File: src/rtl/clk_ctrl_pkg.sv
// constants, register map and state types of the system and slow clock controller
package clk_ctrl_pkg;

	// timing
	localparam int CLK_FREQ_MHZ          = 200;
	localparam int XTAL_STARTUP_US       = 1000;
	localparam int XTAL_WAIT_CYC         = XTAL_STARTUP_US * CLK_FREQ_MHZ;
	localparam int SLOW_XTAL_STARTUP_MS  = 1000;
	localparam int SLOW_XTAL_WAIT_CYC    = SLOW_XTAL_STARTUP_MS * 1000 * CLK_FREQ_MHZ;

	// register byte offsets
	localparam logic [7:0] A_SYS_CTRL    = 8'h00;
	localparam logic [7:0] A_SYS_STAT    = 8'h04;
	localparam logic [7:0] A_HS_TRIM     = 8'h08;
	localparam logic [7:0] A_SLOW_CTRL   = 8'h0c;
	localparam logic [7:0] A_SLOW_STAT   = 8'h10;
	localparam logic [7:0] A_CAL_CTRL    = 8'h14;
	localparam logic [7:0] A_CAL_RESULT  = 8'h18;
	localparam logic [7:0] A_WAKE_LOAD   = 8'h1c;
	localparam logic [7:0] A_WAKE_STAT   = 8'h20;

	// field positions
	localparam int SYS_SEL_RC_BIT        = 0;
	localparam int SYS_MANUAL_BIT        = 1;
	localparam int CPU_DIV_LSB           = 2;
	localparam int SLOW_SRC_LSB          = 0;
	localparam int EXT_TRIM_LSB          = 4;
	localparam int CAL_START_BIT         = 0;
	localparam int CAL_DONE_BIT          = 31;
	localparam int WAKE_IRQ_BIT          = 0;
	localparam int WAKE_RUN_BIT          = 1;

	// reset values and limits
	localparam logic       SEL_RC_RST    = 1'b0;
	localparam logic       MANUAL_RST    = 1'b0;
	localparam logic [2:0] CPU_DIV_RST   = 3'h1;
	localparam logic [2:0] CPU_DIV_MAX   = 3'h5;
	localparam logic [2:0] PER_DIV_CODE  = 3'h1;
	localparam logic [7:0] HS_TRIM_RST   = 8'h00;
	localparam logic [3:0] EXT_TRIM_RST  = 4'h8;
	localparam logic [15:0] CAL_SLOW_CYCLES = 16'h0020;

	typedef enum logic [1:0] {
		SYS_RC   = 2'b00,
		SYS_WAIT = 2'b01,
		SYS_XTAL = 2'b10
	} sys_state_e;

	typedef enum logic [1:0] {
		SLOW_INT_RC     = 2'b00,
		SLOW_EXT_XTAL   = 2'b01,
		SLOW_EXT_MODULE = 2'b10
	} slow_src_e;

endpackage

File: src/rtl/clk_switch.sv
// glitch-free two-way clock level selector
`timescale 1ns/1ps
module clk_switch
	import clk_ctrl_pkg::*;
(
	input  wire logic clk,
	input  wire logic srst,
	input  wire logic src_a,
	input  wire logic src_b,
	input  wire logic sel_b,
	output logic      clk_out_q,
	output logic      cur_b_q
);

	logic cur_d;
	wire  cur_lvl = cur_b_q ? src_b : src_a;
	wire  new_lvl = sel_b ? src_b : src_a;
	// hand over only while output, old and new source all sit low
	wire  swap_ok = (sel_b != cur_b_q) && !clk_out_q && !cur_lvl && !new_lvl;

	assign cur_d = swap_ok ? sel_b : cur_b_q;

	always_ff @(posedge clk) begin
		if (srst) begin
			cur_b_q   <= 1'b0;
			clk_out_q <= 1'b0;
		end else begin
			cur_b_q   <= cur_d;
			clk_out_q <= cur_d ? src_b : src_a;
		end
	end
endmodule

File: src/rtl/clk_divider.sv
// glitch-free power-of-two divider of a sampled clock level
`timescale 1ns/1ps
module clk_divider
	import clk_ctrl_pkg::*;
(
	input  wire logic       clk,
	input  wire logic       srst,
	input  wire logic       src,
	input  wire logic [2:0] div_code,
	output logic            clk_out_q,
	output logic [2:0]      code_q
);

	logic       prev_q;
	logic [4:0] cnt_q;
	logic [4:0] cnt_d;
	logic [2:0] code_d;

	function automatic logic out_bit(input logic [4:0] c, input logic [2:0] k, input logic s);
		case (k)
			3'h0:    out_bit = s;
			3'h1:    out_bit = c[0];
			3'h2:    out_bit = c[1];
			3'h3:    out_bit = c[2];
			3'h4:    out_bit = c[3];
			default: out_bit = c[4];
		endcase
	endfunction

	wire       rise = src && !prev_q;
	wire [4:0] mask = 5'((6'h01 << code_q) - 6'h01);
	// new ratio takes effect only where the counter wraps on a source rising edge
	wire       wrap = rise && ((cnt_q & mask) == mask);

	assign cnt_d  = wrap ? 5'h00 : (rise ? 5'(cnt_q + 5'h01) : cnt_q);
	assign code_d = wrap ? div_code : code_q;

	always_ff @(posedge clk) begin
		if (srst) begin
			prev_q    <= 1'b0;
			cnt_q     <= 5'h00;
			code_q    <= div_code;
			clk_out_q <= 1'b0;
		end else begin
			prev_q    <= src;
			cnt_q     <= cnt_d;
			code_q    <= code_d;
			clk_out_q <= out_bit(cnt_d, code_d, src) && !(code_d == 3'h0 && !src);
		end
	end

endmodule

File: src/rtl/clk_ctrl.sv
// system, peripheral, cpu and slow clock controller with register port
//
// Function
// RC first, auto switch to crystal after settling
// same after sleep; manual option keeps RC
// software source select; indicator false on crystal
// peripheral clock is system clock halved
// CPU clock defaults to system divided two
// CPU divider 1, 2, 4, 8, 16, 32
// fast RC trim from 27 to 32MHz
// slow clock internal RC by default, external optional
// external slow source is one-way, no return
// blocking caller waits for slow crystal ready
// non-blocking start switches immediately, ready later
// slow crystal disables pin pull-ups, forces inputs
// software clears pull-up before clock module; no register here clears it, slow_pullup_off_q stays 2'b00 for the module
// clock module trim selects current and accuracy
// slow clock calibrated against peripheral clock
// slow clock runs wake timer raising wake interrupt
// select slow crystal before timers are used
// all source and divider changes glitch-free
//
// Our own choices: the address map and strobed register access.
`timescale 1ns/1ps
module clk_ctrl
	import clk_ctrl_pkg::*;
#(
	parameter int XTAL_WAIT      = XTAL_WAIT_CYC,
	parameter int SLOW_XTAL_WAIT = SLOW_XTAL_WAIT_CYC
) (
	input  wire logic        clk,
	input  wire logic        srst,
	input  wire logic [7:0]  addr,
	input  wire logic [31:0] wdata,
	input  wire logic        we,
	input  wire logic        re,
	output logic [31:0]      rdata_q,
	input  wire logic        hs_rc_osc,
	input  wire logic        xtal32m_osc,
	input  wire logic        rc32k_osc,
	input  wire logic        slow_clock_in_pin,
	input  wire logic        sleep_req,
	output logic             xtal32m_en_q,
	output logic [7:0]       hs_rc_trim_q,
	output logic             slow_xtal_en_q,
	output logic [3:0]       ext_rc_trim_q,
	output logic [1:0]       slow_pullup_off_q,
	output logic             slow_pins_input_q,
	output logic             sys_clk_q,
	output logic             per_clk_q,
	output logic             cpu_clk_q,
	output logic             slow_clk_q,
	output logic             wake_irq_q
);

	// pin synchronisers: {slow pin, rc32k, xtal, fast rc}
	logic [3:0] sync1_q;
	logic [3:0] sync2_q;

	always_ff @(posedge clk) begin
		if (srst) begin
			sync1_q <= 4'h0;
			sync2_q <= 4'h0;
		end else begin
			sync1_q <= {slow_clock_in_pin, rc32k_osc, xtal32m_osc, hs_rc_osc};
			sync2_q <= sync1_q;
		end
	end

	wire hs_rc_s   = sync2_q[0];
	wire xtal_s    = sync2_q[1];
	wire rc32k_s   = sync2_q[2];
	wire slow_in_s = sync2_q[3];

	// register strobes
	wire wr_sys_ctrl  = we && (addr == A_SYS_CTRL);
	wire wr_hs_trim   = we && (addr == A_HS_TRIM);
	wire wr_slow_ctrl = we && (addr == A_SLOW_CTRL);
	wire wr_cal_ctrl  = we && (addr == A_CAL_CTRL);
	wire wr_wake_load = we && (addr == A_WAKE_LOAD);
	wire wr_wake_stat = we && (addr == A_WAKE_STAT);

	// system clock source control
	logic        sel_rc_q;
	logic        manual_q;
	logic        sleep_prev_q;
	logic [2:0]  cpu_div_q;
	sys_state_e  sys_state_q;
	sys_state_e  sys_state_d;
	logic [31:0] xtal_cnt_q;
	logic        sys_on_xtal;
	logic [2:0]  cpu_code_act;

	wire        sleep_enter  = sleep_req && !sleep_prev_q;
	wire        xtal_want    = !sleep_req && !sel_rc_q;
	wire        xtal_settled = (xtal_cnt_q == 32'(XTAL_WAIT - 1));
	wire [2:0]  cpu_div_wr   = wdata[CPU_DIV_LSB +: 3];

	always_comb begin
		sys_state_d = sys_state_q;
		case (sys_state_q)
			SYS_RC: begin
				if (xtal_want) begin
					sys_state_d = SYS_WAIT;
				end
			end
			SYS_WAIT: begin
				if (!xtal_want) begin
					sys_state_d = SYS_RC;
				end else if (xtal_settled) begin
					sys_state_d = SYS_XTAL;
				end
			end
			SYS_XTAL: begin
				if (!xtal_want) begin
					sys_state_d = SYS_RC;
				end
			end
			default: sys_state_d = SYS_RC;
		endcase
	end

	always_ff @(posedge clk) begin
		if (srst) begin
			sys_state_q  <= SYS_RC;
			xtal_cnt_q   <= 32'h0000_0000;
			xtal32m_en_q <= 1'b0;
			sleep_prev_q <= 1'b0;
		end else begin
			sys_state_q  <= sys_state_d;
			xtal_cnt_q   <= (sys_state_q == SYS_WAIT && !xtal_settled) ? xtal_cnt_q + 32'h1 : 32'h0;
			xtal32m_en_q <= xtal_want;
			sleep_prev_q <= sleep_req;
		end
	end

	always_ff @(posedge clk) begin
		if (srst) begin
			sel_rc_q     <= SEL_RC_RST;
			manual_q     <= MANUAL_RST;
			cpu_div_q    <= CPU_DIV_RST;
			hs_rc_trim_q <= HS_TRIM_RST;
		end else begin
			if (sleep_enter && manual_q) begin
				sel_rc_q <= 1'b1;
			end else if (wr_sys_ctrl) begin
				sel_rc_q <= wdata[SYS_SEL_RC_BIT];
			end
			if (wr_sys_ctrl) begin
				manual_q <= wdata[SYS_MANUAL_BIT];
			end
			if (wr_sys_ctrl && cpu_div_wr <= CPU_DIV_MAX) begin
				cpu_div_q <= cpu_div_wr;
			end
			if (wr_hs_trim) begin
				hs_rc_trim_q <= wdata[7:0];
			end
		end
	end

	clk_switch u_sys_switch (
		.clk       (clk),
		.srst      (srst),
		.src_a     (hs_rc_s),
		.src_b     (xtal_s),
		.sel_b     (sys_state_q == SYS_XTAL),
		.clk_out_q (sys_clk_q),
		.cur_b_q   (sys_on_xtal)
	);

	clk_divider u_per_div (
		.clk       (clk),
		.srst      (srst),
		.src       (sys_clk_q),
		.div_code  (PER_DIV_CODE),
		.clk_out_q (per_clk_q),
		.code_q    ()
	);

	clk_divider u_cpu_div (
		.clk       (clk),
		.srst      (srst),
		.src       (sys_clk_q),
		.div_code  (cpu_div_q),
		.clk_out_q (cpu_clk_q),
		.code_q    (cpu_code_act)
	);

	// slow clock domain source
	slow_src_e   slow_src_q;
	slow_src_e   slow_src_d;
	logic [31:0] slow_cnt_q;
	logic        slow_ready_q;
	logic        slow_on_ext;

	wire [1:0] slow_src_wr = wdata[SLOW_SRC_LSB +: 2];
	wire       slow_take   = wr_slow_ctrl && (slow_src_q == SLOW_INT_RC) &&
	                         (slow_src_wr == SLOW_EXT_XTAL || slow_src_wr == SLOW_EXT_MODULE);

	assign slow_src_d = slow_take ? slow_src_e'(slow_src_wr) : slow_src_q;

	always_ff @(posedge clk) begin
		if (srst) begin
			slow_src_q        <= SLOW_INT_RC;
			slow_xtal_en_q    <= 1'b0;
			slow_cnt_q        <= 32'h0000_0000;
			slow_ready_q      <= 1'b0;
			ext_rc_trim_q     <= EXT_TRIM_RST;
			slow_pullup_off_q <= 2'b00;
			slow_pins_input_q <= 1'b0;
		end else begin
			slow_src_q        <= slow_src_d;
			slow_xtal_en_q    <= (slow_src_d == SLOW_EXT_XTAL);
			if (slow_src_q == SLOW_EXT_XTAL && !slow_ready_q) begin
				slow_cnt_q <= slow_cnt_q + 32'h1;
			end
			slow_ready_q      <= (slow_src_d != SLOW_EXT_XTAL) || ((slow_src_q == SLOW_EXT_XTAL) &&
			                     (slow_ready_q || slow_cnt_q == 32'(SLOW_XTAL_WAIT - 1)));
			if (wr_slow_ctrl) begin
				ext_rc_trim_q <= wdata[EXT_TRIM_LSB +: 4];
			end
			// module case keeps both pull-ups on, no register clears them
			slow_pullup_off_q <= {2{slow_src_d == SLOW_EXT_XTAL}};
			slow_pins_input_q <= (slow_src_d != SLOW_INT_RC);
		end
	end

	clk_switch u_slow_switch (
		.clk       (clk),
		.srst      (srst),
		.src_a     (rc32k_s),
		.src_b     (slow_in_s),
		.sel_b     (slow_src_q != SLOW_INT_RC),
		.clk_out_q (slow_clk_q),
		.cur_b_q   (slow_on_ext)
	);

	// edge detect of slow and peripheral clocks
	logic slow_prev_q;
	logic per_prev_q;

	always_ff @(posedge clk) begin
		if (srst) begin
			slow_prev_q <= 1'b0;
			per_prev_q  <= 1'b0;
		end else begin
			slow_prev_q <= slow_clk_q;
			per_prev_q  <= per_clk_q;
		end
	end

	wire slow_rise = slow_clk_q && !slow_prev_q;
	wire per_rise  = per_clk_q && !per_prev_q;

	// calibration: peripheral edges over a fixed count of slow edges
	logic        cal_run_q;
	logic        cal_done_q;
	logic [15:0] cal_slow_q;
	logic [23:0] cal_per_q;

	wire cal_last = cal_run_q && slow_rise && (cal_slow_q == CAL_SLOW_CYCLES - 16'h1);

	always_ff @(posedge clk) begin
		if (srst) begin
			cal_run_q  <= 1'b0;
			cal_done_q <= 1'b0;
			cal_slow_q <= 16'h0000;
			cal_per_q  <= 24'h000000;
		end else if (wr_cal_ctrl && wdata[CAL_START_BIT]) begin
			cal_run_q  <= 1'b1;
			cal_done_q <= 1'b0;
			cal_slow_q <= 16'h0000;
			cal_per_q  <= 24'h000000;
		end else if (cal_run_q) begin
			if (per_rise) begin
				cal_per_q <= cal_per_q + 24'h1;
			end
			if (slow_rise) begin
				cal_slow_q <= cal_slow_q + 16'h1;
			end
			if (cal_last) begin
				cal_run_q  <= 1'b0;
				cal_done_q <= 1'b1;
			end
		end
	end

	// wake timer on the slow clock
	logic        wake_run_q;
	logic [31:0] wake_cnt_q;

	wire wake_fire = wake_run_q && slow_rise && (wake_cnt_q == 32'h1);
	wire wake_clr  = wr_wake_stat && wdata[WAKE_IRQ_BIT];

	always_ff @(posedge clk) begin
		if (srst) begin
			wake_run_q <= 1'b0;
			wake_cnt_q <= 32'h0000_0000;
			wake_irq_q <= 1'b0;
		end else begin
			if (wr_wake_load) begin
				wake_cnt_q <= wdata;
				wake_run_q <= (wdata != 32'h0);
			end else if (wake_run_q && slow_rise) begin
				wake_cnt_q <= wake_cnt_q - 32'h1;
				wake_run_q <= !wake_fire;
			end
			wake_irq_q <= wake_fire || (wake_irq_q && !wake_clr);
		end
	end

	// read path
	logic [31:0] rdata_d;

	always_comb begin
		rdata_d = 32'h0000_0000;
		if (addr == A_SYS_CTRL) begin
			rdata_d = {27'h0, cpu_div_q, manual_q, sel_rc_q};
		end else if (addr == A_SYS_STAT) begin
			rdata_d = {26'h0, cpu_code_act, sys_state_q == SYS_WAIT, xtal32m_en_q, !sys_on_xtal};
		end else if (addr == A_HS_TRIM) begin
			rdata_d = {24'h0, hs_rc_trim_q};
		end else if (addr == A_SLOW_CTRL) begin
			rdata_d = {24'h0, ext_rc_trim_q, 2'b00, slow_src_q};
		end else if (addr == A_SLOW_STAT) begin
			rdata_d = {30'h0, slow_on_ext, slow_ready_q};
		end else if (addr == A_CAL_CTRL) begin
			rdata_d = {31'h0, cal_run_q};
		end else if (addr == A_CAL_RESULT) begin
			rdata_d = {cal_done_q, 7'h0, cal_per_q};
		end else if (addr == A_WAKE_LOAD) begin
			rdata_d = wake_cnt_q;
		end else if (addr == A_WAKE_STAT) begin
			rdata_d = {30'h0, wake_run_q, wake_irq_q};
		end
	end

	always_ff @(posedge clk) begin
		if (srst) begin
			rdata_q <= 32'h0000_0000;
		end else begin
			rdata_q <= re ? rdata_d : 32'h0000_0000;
		end
	end
endmodule

File: config.mk
export PLATFORM = sky130hd
export DESIGN_NAME = clk_ctrl
export DESIGN_NICKNAME = d
export VERILOG_FILES = /design/src/rtl/clk_ctrl_pkg.sv /design/src/rtl/clk_switch.sv /design/src/rtl/clk_divider.sv /design/src/rtl/clk_ctrl.sv
export SDC_FILE = /design/constraint.sdc
export NUM_CORES = 1
export LEC_CHECK = 0
export BUFFER_PORTS_ARGS = -buffer_cell sky130_fd_sc_hd__buf_2
export CORE_AREA = 5 5 151 153
export CTS_CLUSTER_SIZE = 25
export DETAILED_ROUTE_END_ITERATION = 10
export DIE_AREA = 0 0 156 158
export PLACE_DENSITY_LB_ADDON = 0.12
export SYNTH_ARGS = -nofsm -noshare
export SYNTH_HDL_FRONTEND = slang
export SYNTH_HIERARCHICAL = 1
export SYNTH_SLANG_ARGS = --single-unit
File: constraint.sdc
create_clock -name clk -period 3.4 [get_ports clk]
set_input_delay 0.51 -clock clk [delete_from_list [all_inputs] [get_ports clk]]
set_output_delay 0.51 -clock clk [all_outputs]
set_load 0.03 [all_outputs]
# == Word level (Yosys, flattened, before mapping) ==
# Index checks and enable logic that the tools add are counted.
# Widths: inputs -> output; s select.
# totals
reg_bits,232
inputBits,49
output_inout_bits,54
wordCells,216
# op_classes
add_sub_neg,9
magnitude_cmp,1
eq_ne,34
shift,2
muxes,43
n_bitwise,4
n_reduce_logical,81
# ops
cell,n
$mux 32,4
$add 32x1->32 const B,2
$logic_and 1x1->1,37
$eq 32x1->1 const B,1
$eq 32x18->1 const B,1
$eq 32x28->1 const B,1
$eq 8x5->1 const B,4
$mux 8,4
$reduce_bool 32->1,1
$sub 32x1->32 const B,1
$mux 5,5
$add 24x1->24 const B,1
$logic_not 1->1,19
$mux 1,17
$add 16x1->16 const B,1
$eq 16x5->1 const B,1
$eq 8x4->1 const B,2
$eq 3x2->1 const B,4
$mux 2,6
$add 5x1->5 const B,2
$and 5x5->5,2
$eq 5x5->1,2
$pmux 1 s5,2
$shl 1x3->5 const A,2
other kinds (28),52

# == Depth between registers and ports, before layout ==
# logic_depth
word_depth,10
depth_mapped,11
mapped_depth_nobuf,9

# == Cells and area by module ==
# Netlist, hierarchy kept.
# by_module_without_submodules
module,instances,cells_per_inst,area_per_inst_um2
clk_ctrl,1,1180,10114.7
clk_divider,2,65,604.3
clk_switch,2,7,76.3

# == Least setup slack after synthesis ==
# No wires, ideal clock.
# synth_path
path_type,register -> register
startpoint,register u_cpu_div.code_q[2]
endpoint,register u_cpu_div.code_q[1]
setup_ns,0.121
arrival_time_ns,2.262
t_required_ns,3.279
setup_slack_ns,1.017
path_stages_with_launch,10
path_cell_list,dfxtp_1 -> nor2_1 -> nand2_1 -> ha_1 -> or4b_1 -> a31oi_2 -> a2111oi_4 -> or2_1 -> buf_6 -> mux2_4
# synth_between
elab_chain_len,7
# synth_rtl
item,line_no,rtl
"start, declared",clk_divider.sv:11,output logic [2:0] code_q
"start signal, assigned",clk_divider.sv:42,code_q <= div_code;
"start signal, assigned",clk_divider.sv:47,code_q <= code_d;
$shl 1x3->5 *,clk_divider.sv:31,wire [4:0] mask = 5'((6'h01 << code_q) - 6'h01);
$sub 5x1->5 *,clk_divider.sv:31,
$and 5x5->5,clk_divider.sv:33,wire wrap = rise && ((cnt_q & mask) == mask);
$eq 5x5->1 *,clk_divider.sv:33,
$logic_and 1x1->1 *,clk_divider.sv:33,
$mux 3 *,clk_divider.sv:36,assign code_d = wrap ? div_code : code_q;
$mux 3 *,clk_divider.sv:39,if (srst) begin
# Mark *: on every way between the ends. The rest lies on a longest branch, timed or not.
# A chain may end at the register's enable or synchronous reset.

# == Worst setup path after layout ==
# Ends and elaborated chain as after synthesis.

==> summary.md <==
| Metric | Value |
|---|---|
| Largest net degree at the start of global routing | 41 |
| Hold Path Class | in -> reg |
| Capture point of the critical path | u_cpu_div/code_q[1] |
| Initial DRT Pass Iterations | 5 |
| Tcrit/Tclk final | 0.756 |
| Post-route antenna net violation count | 0 |
| Clock Skews | 10.1 ps |
| # port buffers | 102 |
| RePlAce Congestion | 0.875 |
| TritonCTS Buffers | 26 |
| Synth Warn # | 6 |
| Antenna violations before repair | 5 |
| Avg Cell Area, Syn | about 8.7 µm² |
| DP Area | roughly 12,000 µm² |
| Seq. cell area | 4640 µm² |
| Commonest non-fill, non-tap cell in the layout | dfxtp_1 |
| Post-CTS Setup Inserts | 0 |
| Vias/cell | 6.05 |
| Leak | 4.81 nW |
| VDD IR max | 0.000345 V |
| Vias in the first global route | 9,424 |
| Fin crit period | 2570 ps |
| Post-synth EDFFs | 0 |
| Post-DP HPWL | 21.2 mm |
| R2R cell count | 8 |
| Resized Gates After CTS | 0 |
| Layout cells sized above 1 | 0.154 |
| Post-route cell area | 13,100 µm² |
| Part of the power in registers | 0.457 |
| # DRC | 0 |
| Die width | 156 µm |
| CTS clk-pin slew, worst paths | 60 ps |
| Nets | 1,461 |
| Vias | 10.3k |
| Setup Viol. Count Final | 0 |
| Fin. Hold Viols | 0 |
| Post-synthesis sequential area ratio | 0.405 |
| Post-Route WL | 30.0 mm |
| Comb pwr share | 0.045 |
| Total track usage | 0.238 |
| Flop2flop setup slack | 830 ps |
| #FFs+latches synth | about 230 |
| Fillers | 1,896 |
| NetSw | 0.00131 W |
| Longest Clk Path Bufs | 3 |
| Pins Over Slew Limit | 0 |
| Kind of critical path | reg -> reg |
| Number of distinct library cells after synthesis | 77 |
| Launch point of the critical path | u_cpu_div/code_q[2] |
| Worst-Skew Late Latency | roughly 520 ps |
| Slew margin rel. | 0.530 |
| Power, Total | 0.00603 W |
| CTS H-Tree Depth | 1 |
| Fmax | about 400 MHz |
| Final global-route overflow total | 0 |
| CTS tree | done |
| Data arrival, critical path | 2980 ps |
| Ys flop type | dfxtp_1 |
| Site Rows | 54 |
| Reg-to-Reg End | u_cpu_div/code_q[1] |
| RSZ-0062 raised after global routing | false |
| Status | finished clean |
| Maxcap violations | 0 |
| Fraction of registers with async set/reset | 0 |
| DR WL/cell | about 18 µm |
| Actual slew at the worst max-slew pin | 700 ps |
| CTS root buf | clkbuf_16 |
| CORE AREA | roughly 21,000 µm² |
| Clock power frac | 0.497 |
| Hold Buf Count CTS | 0 |
| Setup crit start kind | flip-flop |
| Ports | 103 |
| CTS Sinks | around 230 |
| Area Overhead vs Synth | 14.5% |
| PD cells | 459 nW/µm² |
| Worst EP required | 3810 ps |
| Syn Inst Count | roughly 1.3k |
| Switching Share | 0.218 |
| CP Capture Type | flip-flop |
| CP max FO | 10 |
| Int Power | 0.00472 W |
| Initial Utilization | 0.536 |
| Multi-input gate area | about 6400 µm² |
| Drt first-iter violations | approximately 800 |
| Die height | approximately 160 µm |
| Commonest non-fill, non-tap cells in the layout | dfxtp_1, nor2_1, buf_2, nand2_1, a21oi_1 |
| Cell Area, Synth | 11,500 µm² |
| Sum of negative setup slack | 0 ps |
| First-pass GRT wire length | 48.8 mm |
| Critical R2R Launch | u_cpu_div/code_q[2] |
| Die Area | 24,600 µm² |
-- worst max-delay path, stage by stage, from the launching register on --
cell and delay [ps]:
dfxtp_1 380, nor2_1 220, nand2_1 80, ha_1 250
or4b_1 490, a31oi_2 260, a2111oi_4 80, or2_1 360
mux2_4 330
-- layout make-up --
cell class / count / share of cell area
tap: 280 / 0.0267
multi-input combinational: 979 / 0.485
clock buffer: 40 / 0.0597
inverter: 33 / 0.00943
antenna: 3 / 0.000572
timing repair buffer: 129 / 0.0545
sequential: 232 / 0.354
clock inverter: 7 / 0.0103
-- power by group through the flow --
stage	registers [W]	clock network (W)	logic (W)
finish	0.00276	0.00300	0.000272
global placement	0.00282	0	0.000267
CTS	0.00276	0.00305	0.000270
floorplan	0.00281	0	0.000175
global route	0.00276	0.00316	0.000299
detailed placement	0.00282	0	0.000269
-- state kept, by name, indices dropped and copies added (netlist names), 5 cells and up, named ones only --
name / flops
u_cpu_div/cnt_q: 5
wake_cnt_q: 32
slow_cnt_q: 32
xtal_cnt_q: 32
u_per_div/cnt_q: 5
rdata_q: 32
hs_rc_trim_q: 8
cal_slow_q: 16
cal_per_q: 24
-- synth_stat cells, drive strengths merged (4+ instances only) --
| library cell | count | share of area |
|---|---|---|
| or4 | 49 | 0.032 |
| nand4b | 6 | 0.0046 |
| o211ai | 9 | 0.0059 |
| or4b | 4 | 0.0035 |
| or2 | 7 | 0.0038 |
| a22oi | 20 | 0.013 |
| and3b | 4 | 0.0031 |
| inv | 32 | 0.010 |
| xnor2 | 30 | 0.023 |
| nand3 | 49 | 0.021 |
| ha | 11 | 0.012 |
| a31oi | 11 | 0.0071 |
| o31ai | 37 | 0.025 |
| and2 | 13 | 0.0071 |
| and3 | 8 | 0.0044 |
| nor4b | 11 | 0.0084 |
| nand4 | 47 | 0.026 |
| nand2b | 12 | 0.0065 |
| a22o | 6 | 0.0048 |
| buf | 23 | 0.012 |
| nand2 | 66 | 0.022 |
| dfxtp | 232 | 0.40 |
| o21ai | 44 | 0.019 |
| nor2b | 36 | 0.020 |
| nand3b | 5 | 0.0033 |
| a21oi | 54 | 0.024 |
| nor3 | 38 | 0.017 |
| and4 | 14 | 0.011 |
| mux2 | 17 | 0.017 |
| nor2 | 132 | 0.043 |
| mux2i | 26 | 0.023 |
| or3 | 31 | 0.017 |
| clkbuf | 63 | 0.021 |
| o211a | 4 | 0.0035 |
| a211oi | 36 | 0.024 |
| nor4 | 46 | 0.027 |
| xor2 | 32 | 0.024 |
| o21a | 8 | 0.0052 |
| nor3b | 9 | 0.0063 |
-- metal layers --
metal	GRT usage	up-vias	routed length, µm
met2	0.371	286	13200
met5	0	-	21
met3	0.0432	56	1940
met4	0.0642	4	859
met1	0.340	4872	14000
li1	-	5085	-
-- cell families after synthesis --
kind of cell,share of synthesized area
compound gates,0.162
xor+xnor,0.0473
fa+ha+maj,0.0120
buf+inv,0.0437
flops,0.405
mux,0.0400
other cells,0.000654
simple gates,0.290
-- how the worst min path moves through the flow --
stage	startpoint	endpoint	slack (ps)	cells past startpoint
floorplan	sync1_q[0]	sync2_q[0]	410	1
global placement	sync1_q[3]	sync2_q[3]	420	1
detailed placement	sync1_q[0]	sync2_q[0]	420	1
CTS	slow_clock_in_pin	sync1_q[3]	210	2
global route	slow_clock_in_pin	sync1_q[3]	230	2
finish	slow_clock_in_pin	sync1_q[3]	230	2
-- per-stage QoR --
| step | utilization | setup slack, ps | hold WS [ps] | instances |
|---|---|---|---|---|
| 2_1_floorplan | - | 1020 | 414 | 1330 |
| 3_3_place_gp | 0.570 | 655 | 417 | 1653 |
| 3_5_place_dp | 0.570 | 613 | 424 | 1653 |
| 4_1_cts | 0.613 | 841 | 214 | 1700 |
| 5_1_grt | 0.613 | 657 | 227 | 1703 |
| 6_report | 0.613 | 831 | 234 | 1703 |
(Power assumes the default switching activity.)
